## src/verilog/ocf_pkg.sv

```systemverilog
package ocf_pkg;

    // ------------------------------------------------------------
    // widths
    // ------------------------------------------------------------
    localparam int OCF_FILTER_W = 38;                  // filter register width
    localparam int OCF_COUNT_W  = 48;                  // event counter width

    // ------------------------------------------------------------
    // filter register layout
    // ------------------------------------------------------------
    localparam int OCF_BIT_ANY  = 16;                  // catch-all response bit
    localparam int OCF_BIT_R30  = 30;                  // reserved, reads zero
    localparam logic [37:0] OCF_REQ_FIELD  = 38'h00_0000_FFFF; // bits 15:0
    localparam logic [37:0] OCF_SUP_FIELD  = 38'h00_3FFE_0000; // bits 29:17
    localparam logic [37:0] OCF_SNP_FIELD  = 38'h3F_8000_0000; // bits 37:31
    localparam logic [37:0] OCF_WR_BASE    = 38'h3F_BC3F_85B7; // always writable
    localparam logic [37:0] OCF_WR_PMEM    = 38'h00_03C0_0000; // bits 25:22
    localparam logic [37:0] OCF_FILTER_RST = 38'h00_0000_0000; // filter reset
    localparam logic [47:0] OCF_COUNT_RST  = 48'h0000_0000_0000; // counter reset
    localparam logic [47:0] OCF_COUNT_ONE  = 48'h0000_0000_0001; // increment
    localparam logic [47:0] OCF_COUNT_MAX  = 48'hFFFF_FFFF_FFFF; // wrap point

    // ------------------------------------------------------------
    // transaction classes
    // ------------------------------------------------------------
    typedef enum logic [3:0] {
        REQ_DEMAND_LOAD = 4'h0, REQ_DEMAND_OWN = 4'h1, REQ_DEMAND_CODE = 4'h2,
        REQ_MID_PF_LOAD = 4'h3, REQ_MID_PF_OWN = 4'h4, REQ_LAST_PF_LOAD = 4'h5,
        REQ_LAST_PF_OWN = 4'h6, REQ_FIRST_SW_PF = 4'h7, REQ_OTHER = 4'h8
    } ocf_req_e;

    typedef enum logic [3:0] {
        SUP_NONE = 4'h0, SUP_HIT_MOD = 4'h1, SUP_HIT_EXCL = 4'h2,
        SUP_HIT_SHARED = 4'h3, SUP_HIT_FWD = 4'h4, SUP_PMEM_LOCAL = 4'h5,
        SUP_PMEM_HOP0 = 4'h6, SUP_PMEM_HOP1 = 4'h7, SUP_PMEM_FAR = 4'h8,
        SUP_DRAM_LOCAL = 4'h9, SUP_DRAM_HOP0 = 4'hA, SUP_DRAM_HOP1 = 4'hB,
        SUP_DRAM_FAR = 4'hC
    } ocf_sup_e;

    typedef enum logic [2:0] {
        SNP_NONE = 3'h0, SNP_NOT_NEEDED = 3'h1, SNP_MISS = 3'h2,
        SNP_HIT_NO_FWD = 3'h3, SNP_HIT_FWD = 3'h4, SNP_HIT_MOD = 3'h5,
        SNP_NON_DRAM = 3'h6
    } ocf_snp_e;

    // bit position of each class, indexed by its code
    // request positions
    localparam int OCF_REQ_POS [9]  = '{0, 1, 2, 4, 5, 7, 8, 10, 15};
    // supplier positions snoop positions
    localparam int OCF_SUP_POS [13] = '{17, 18, 19, 20, 21, 22, 23, 24, 25, 26, 27, 28, 29};
    localparam int OCF_SNP_POS [7]  = '{31, 32, 33, 34, 35, 36, 37};
    localparam int OCF_REQ_N = 9;                      // request classes
    localparam int OCF_SUP_N = 13;                     // supplier classes
    localparam int OCF_SNP_N = 7;                      // snoop classes

    // one off-core transaction as reported by the memory pipeline
    typedef struct packed {
        ocf_req_e req;                                 // request type
        ocf_sup_e sup;                                 // who supplied the data
        ocf_snp_e snp;                                 // snoop outcome
    } ocf_txn_s;

    // ------------------------------------------------------------
    // decode: the filter bits that a transaction stands for
    // ------------------------------------------------------------
    function automatic logic [37:0] ocf_txn_bits(input ocf_txn_s t);
        logic [37:0] v;
        v = OCF_FILTER_RST;
        if (int'(t.req) < OCF_REQ_N) v[OCF_REQ_POS[int'(t.req)]] = 1'b1;
        if (int'(t.sup) < OCF_SUP_N) v[OCF_SUP_POS[int'(t.sup)]] = 1'b1;
        if (int'(t.snp) < OCF_SNP_N) v[OCF_SNP_POS[int'(t.snp)]] = 1'b1;
        return v;
    endfunction

    // request matches a set type bit and response a set response bit
    function automatic logic ocf_filter_hit(input logic [37:0] sel, input ocf_txn_s t);
        logic [37:0] b;
        logic        req_ok;
        logic        sup_ok;
        logic        snp_ok;
        b      = ocf_txn_bits(t);
        req_ok = |(sel & b & OCF_REQ_FIELD);
        // an empty sub-field leaves that side of the response open
        sup_ok = ((sel & OCF_SUP_FIELD) == OCF_FILTER_RST) || |(sel & b & OCF_SUP_FIELD);
        snp_ok = ((sel & OCF_SNP_FIELD) == OCF_FILTER_RST) || |(sel & b & OCF_SNP_FIELD);
        return req_ok && (sel[OCF_BIT_ANY]
               || (((sel & (OCF_SUP_FIELD | OCF_SNP_FIELD)) != OCF_FILTER_RST) && sup_ok && snp_ok));
    endfunction

endpackage

```

## src/verilog/ocf_match.sv

```systemverilog
`timescale 1ns/1ns
// ------------------------------------------------------------
// registered match stage
// ------------------------------------------------------------
module ocf_match
    import ocf_pkg::*;
(
    input  wire logic        mclk_i,      // core clock
    input  wire logic        rst_i,       // sync reset, high
    input  wire logic [37:0] sel_i,       // filter selection
    input  wire logic        txn_valid_i, // transaction strobe
    input  wire ocf_txn_s    txn_i,       // transaction class
    output logic             hit_o        // one-cycle match pulse
);

    // all state in one struct
    typedef struct packed {
        logic hit;                        // match seen last cycle
    } ocf_match_state_s;

    ocf_match_state_s s_q;                // registered state
    ocf_match_state_s s_d;                // next state

    // match decode; registered so the long and-or tree has a full cycle
    always_comb begin
        s_d     = s_q;
        s_d.hit = txn_valid_i && ocf_filter_hit(sel_i, txn_i);
    end

    // state register
    always_ff @(posedge mclk_i) begin
        if (rst_i) begin
            s_q <= '0;
        end else begin
            s_q <= s_d;
        end
    end

    assign hit_o = s_q.hit;

endmodule // ocf_match

```

## src/verilog/ocf_filter.sv

```systemverilog
`timescale 1ns/1ns

// ------------------------------------------------------------
// off-core response filter and counter
// ------------------------------------------------------------
module ocf_filter
    import ocf_pkg::*;
(
    input  wire logic        mclk_i,          // core clock, 10 MHz
    input  wire logic        rst_i,           // sync reset, high
    input  wire logic        pmem_strap_i,    // part has persistent memory
    input  wire logic        filter_wr_i,     // filter register write
    input  wire logic [37:0] filter_wdata_i,  // filter write data
    input  wire logic        count_wr_i,      // counter load
    input  wire logic [47:0] count_wdata_i,   // counter load value
    input  wire logic        ovf_clr_i,       // overflow flag clear
    input  wire logic        txn_valid_i,     // transaction strobe
    input  wire ocf_txn_s    txn_i,           // transaction class
    output logic      [37:0] filter_rd_o,     // filter read back
    output logic      [47:0] count_o,         // event count
    output logic             ovf_o,           // sticky wrap flag
    output logic             match_o,         // one-cycle count pulse
    output logic             pmem_mode_o      // persistent layout active
);

    // ------------------------------------------------------------
    // state
    // ------------------------------------------------------------
    typedef struct packed {
        logic [37:0] filter;                  // filter register
        logic [47:0] count;                   // event counter
        logic        ovf;                     // counter wrapped
        logic        match;                   // counted this cycle
        logic        pmem;                    // captured strap
    } ocf_state_s;

    ocf_state_s s_q;                          // registered state
    ocf_state_s s_d;                          // next state
    logic       hit;                          // from match stage
    logic [37:0] wr_mask;                     // writable bits now

    // ------------------------------------------------------------
    // match stage
    // ------------------------------------------------------------
    // sees the filter as it stands, so a write in the same cycle
    // as a transaction only affects later transactions
    ocf_match u_match (
        .mclk_i      (mclk_i),
        .rst_i       (rst_i),
        .sel_i       (s_q.filter),
        .txn_valid_i (txn_valid_i),
        .txn_i       (txn_i),
        .hit_o       (hit)
    );

    // writable bits: the persistent-memory supplier bits exist only
    // on parts with that support, elsewhere they stay reserved
    always_comb begin
        wr_mask = OCF_WR_BASE;
        if (s_q.pmem) begin
            wr_mask = OCF_WR_BASE | OCF_WR_PMEM;
        end
    end

    // ------------------------------------------------------------
    // next state
    // ------------------------------------------------------------
    always_comb begin
        s_d       = s_q;
        s_d.match = hit;
        // reserved bits never store, so they read zero even when
        // software ignores them; bit 30 included
        if (filter_wr_i) begin
            s_d.filter = filter_wdata_i & wr_mask;
        end
        // a load wins over an increment in the same cycle
        if (count_wr_i) begin
            s_d.count = count_wdata_i;
        end else if (hit) begin
            s_d.count = s_q.count + OCF_COUNT_ONE;
        end
        // overflow: the set wins over a clear in the same cycle
        if (ovf_clr_i) begin
            s_d.ovf = 1'b0;
        end
        if (!count_wr_i && hit && (s_q.count == OCF_COUNT_MAX)) begin
            s_d.ovf = 1'b1;
        end
    end

    // ------------------------------------------------------------
    // state register
    // ------------------------------------------------------------
    // the strap is sampled all through reset and frozen at release
    always_ff @(posedge mclk_i) begin
        if (rst_i) begin
            s_q        <= '0;
            s_q.filter <= OCF_FILTER_RST;
            s_q.count  <= OCF_COUNT_RST;
            s_q.pmem   <= pmem_strap_i;
        end else begin
            s_q <= s_d;
        end
    end

    // outputs straight from the state register
    assign filter_rd_o = s_q.filter;
    assign count_o     = s_q.count;
    assign ovf_o       = s_q.ovf;
    assign match_o     = s_q.match;
    assign pmem_mode_o = s_q.pmem;
endmodule // ocf_filter

```

## config.mk

```make
export PLATFORM = sky130hd
export DESIGN_NAME = ocf_filter
export DESIGN_NICKNAME = d
export VERILOG_FILES = /design/src/verilog/ocf_pkg.sv /design/src/verilog/ocf_match.sv /design/src/verilog/ocf_filter.sv
export SDC_FILE = /design/constraint.sdc
export NUM_CORES = 1
export LEC_CHECK = 0
export ABC_AREA = 1
export BUFFER_PORTS_ARGS = -buffer_cell sky130_fd_sc_hd__buf_2
export CAP_MARGIN = 10
export CORE_UTILIZATION = 25
export CTS_CLUSTER_SIZE = 10
export DETAILED_ROUTE_END_ITERATION = 12
export GPL_ROUTABILITY_DRIVEN = 0
export SYNTH_ARGS = -nofsm -noshare
export SYNTH_HDL_FRONTEND = slang
export SYNTH_SLANG_ARGS = --single-unit
export TNS_END_PERCENT = 50
```

## constraint.sdc

```tcl
create_clock -name mclk_i -period 5.2 [get_ports mclk_i]
set_clock_uncertainty 0.1 [all_clocks]
set_input_delay 0.52 -clock mclk_i [delete_from_list [all_inputs] [get_ports mclk_i]]
set_output_delay 0.52 -clock mclk_i [all_outputs]
set_load 0.1 [all_outputs]
```

==> summary.txt <==
post-synthesis register bit count = 82
post-CTS sizing = 0
I/O Pins = 193
total CTS buffers = 9
initial antenna violation count = 5
Via density = 4.70
pre-CTS setup slack = 2470 ps
startpoint class of the critical path = primary input
detailed placement HPWL = 13,800 µm
die area = 21,500 µm²
post-route cell area = 6610 µm²
R2R Path End = ovf_o
Post-Syn Area = 5230 µm²
Area after DPL = 6300 µm²
largest net degree at the start of global routing = 50
GRT Residual Overflow = 0
slew at the pin with the worst max-slew slack = 1130 ps
worst reg2reg path depth = 11
initial core utilization = 25.7%
Slew HR = 24.5%
WP data required = 5400 ps
number of hold buffers added after CTS = 0
area of the multi-input gates = 3160 µm²
Worst Hold Class = in2reg
clock sinks = 82
IO Port Bufs = 176
Tot GR Track Use = 16.9%
xor and xnor area share after synthesis = 5.03%
Post-synth EDFFs = 1
Netlist cell types = 39
post-synthesis mux area share = 0%
hold wc startpoint = pmem_strap_i
Final Hold Fails = 0
post-layout min period = 2370 ps
Fillers = 2,267
drt pass-1 iters = 5
status = complete, no violations
Async SR Flop Fraction = 0%
Worst-Skew Late Latency = 350 ps
CP arrival = 2570 ps
pins over their slew limit = 0
Setup-failing EPs final = 0
final period utilization = 45.6%
VDD IR max = 160 µV
row cnt = 52
Lkg Pwr = 3.02 nW
core area = 20,400 µm²
PnR worst setup slack = 2830 ps
post-synthesis sequential area ratio = 31.6%
register area = 1650 µm²
CTS tree = done
final setup TNS = 0 ps
Synth Area per Inst = 6.38 µm²
vias in the first global route = 5,505
Synth Area in Adders = 1.91%
Final ANT Viol Nets = 0
DRC violations left = 0
Total Routed Length = 18,000 µm
r2r startpoint = count_o[0]
post-synthesis compound-gate area fraction = 14.2%
Setup Fix Bufs, Post-CTS = 0
Hold Path Stages = 1
first-pass GRT wire length = 28,700 µm
clk slew on worst S/H paths = 70 ps
worst-path maximum fanout = 48
FF-to-FF setup slack = 3060 ps
Post-Syn Instances = 820
H-Tree Depth = 3
area grow syn2layout = 26.5%
DR WL/cell = 14.3 µm
Die Span Y = 147 µm
DR vias = 5,913
largest family of logic cells by synthesized area = simple AND/OR/NAND/NOR gates
fin nets = 1,092
Max Buffers Root-to-Sink = 2
Max Cap Viol = 0
fraction of layout instances using a drive strength above 1 = 21.9%
pwr/cell area = 291 nW/µm²
RSZ-0062 raised after global routing = no
hold endpoint = pmem_mode_o
die width = 147 µm
final core utilization = 32.5%
Setup CP Type = in2reg
synthesized-area fraction occupied by and/or/nand/nor cells = 38.7%
DRT iter0 DRCs = 356
Root Driver = clkbuf_16
synthesis warning total = 0
Max Clk Rate = 421 MHz
Post-synth top flop = dfxtp_1
Crit. End Element = register
==> sequential cells by signal, summed over array words and instances (netlist names) <==
name / flops
match_o: 1
u_match.hit_o: 1
pmem_mode_o: 1
count_o: 48
ovf_o: 1
filter_rd_o: 30
==> report_power, final <==
| group | switching (mW) | leakage, nW | internal (mW) |
|---|---|---|---|
| clock network | 0.288 | 0.147 | 0.389 |
| registers | 0.0487 | 0.679 | 0.667 |
| logic | 0.425 | 2.20 | 0.105 |
==> synth_stat cells (3+ instances only) <==
cell	instances	area, µm²
nand4_1	11	68.8
nand3_1	56	280
nand2_2	4	25.0
xor2_1	19	166
xnor2_1	11	96.3
ha_1	8	100
nor3_4	3	48.8
a31oi_1	25	156
nor3_1	24	120
buf_4	9	67.6
nor2_4	4	45.0
nor2_1	116	435
clkbuf_1	22	82.6
a22oi_1	18	135
a21oi_1	34	170
dfxtp_1	81	1620
inv_1	67	251
o21ai_0	49	245
nand2_1	234	878
==> layer usage <==
metal / vias up / track usage, % / part of all wire [%]
met3: 21 / 5.78 / 8.3
met4: 4 / 4.01 / 1.3
li1: 3008 / - / -
met5: - / 0 / 0.15
met2: 207 / 27.8 / 47
met1: 2673 / 20.9 / 44
==> layout make-up <==
cell class	count	share of cell area, %
timing repair buffer	178	13.5
clock inverter	5	0.927
inverter	68	3.86
antenna	3	0.114
clock buffer	11	3.67
sequential	82	25.0
tap	270	5.11
multi-input combinational	641	47.8
==> worst max-delay path: stages <==
cell and delay, ps:
buf_2 390, nor2_2 870, buf_4 410, a22oi_1 110
nand3_1 130, nand2_1 50, inv_1 70
==> cells by family (layout without fill, tap and decap cells) <==
group / count (synthesis) / count (layout)
flip-flops: 82 / 82
XOR/XNOR: 30 / 30
other: 1 / 11
AND/OR/NAND/NOR: 464 / 464
adder cells (fa/ha/maj): 8 / 8
buffers and inverters: 104 / 262
AO/OA/AOI/OAI: 131 / 131
==> per-stage QoR <==
stage | hold WS, ps | std cells | total power [mW]
floorplan | 371 | 827 | 1.15
global placement | 396 | 1239 | 1.26
detailed placement | 395 | 1239 | 1.26
CTS | 236 | 1255 | 1.94
global route | 234 | 1255 | 2.00
finish | 247 | 1258 | 1.92
==> worst max-delay path by stage <==
stage	start	cells after the start	to	slack, ps
after floorplan	count_o[0]	10	count_o[38]	2650
after detailed placement	count_wr_i	7	count_o[46]	2470
after global placement	count_wr_i	7	count_o[46]	2480
after global routing	count_wr_i	7	count_o[46]	2640
final	count_wr_i	7	count_o[46]	2830
after CTS	count_wr_i	7	count_o[46]	2840
==> cells in the final DEF, fill, tap and decap left out, drive strengths merged, types with 2 or more instances in the layout <==
cell type,n
nand2,240
buf,178
nor2,122
dfxtp,81
inv,70
nand3,58
o21ai,51
a21oi,34
nor3,28
a31oi,25
xor2,19
a22oi,18
nand4,11
xnor2,11
clkbuf,11
ha,8
conb,8
diode,3
nor4,2
o221ai,2
(Power assumes the default switching activity.)
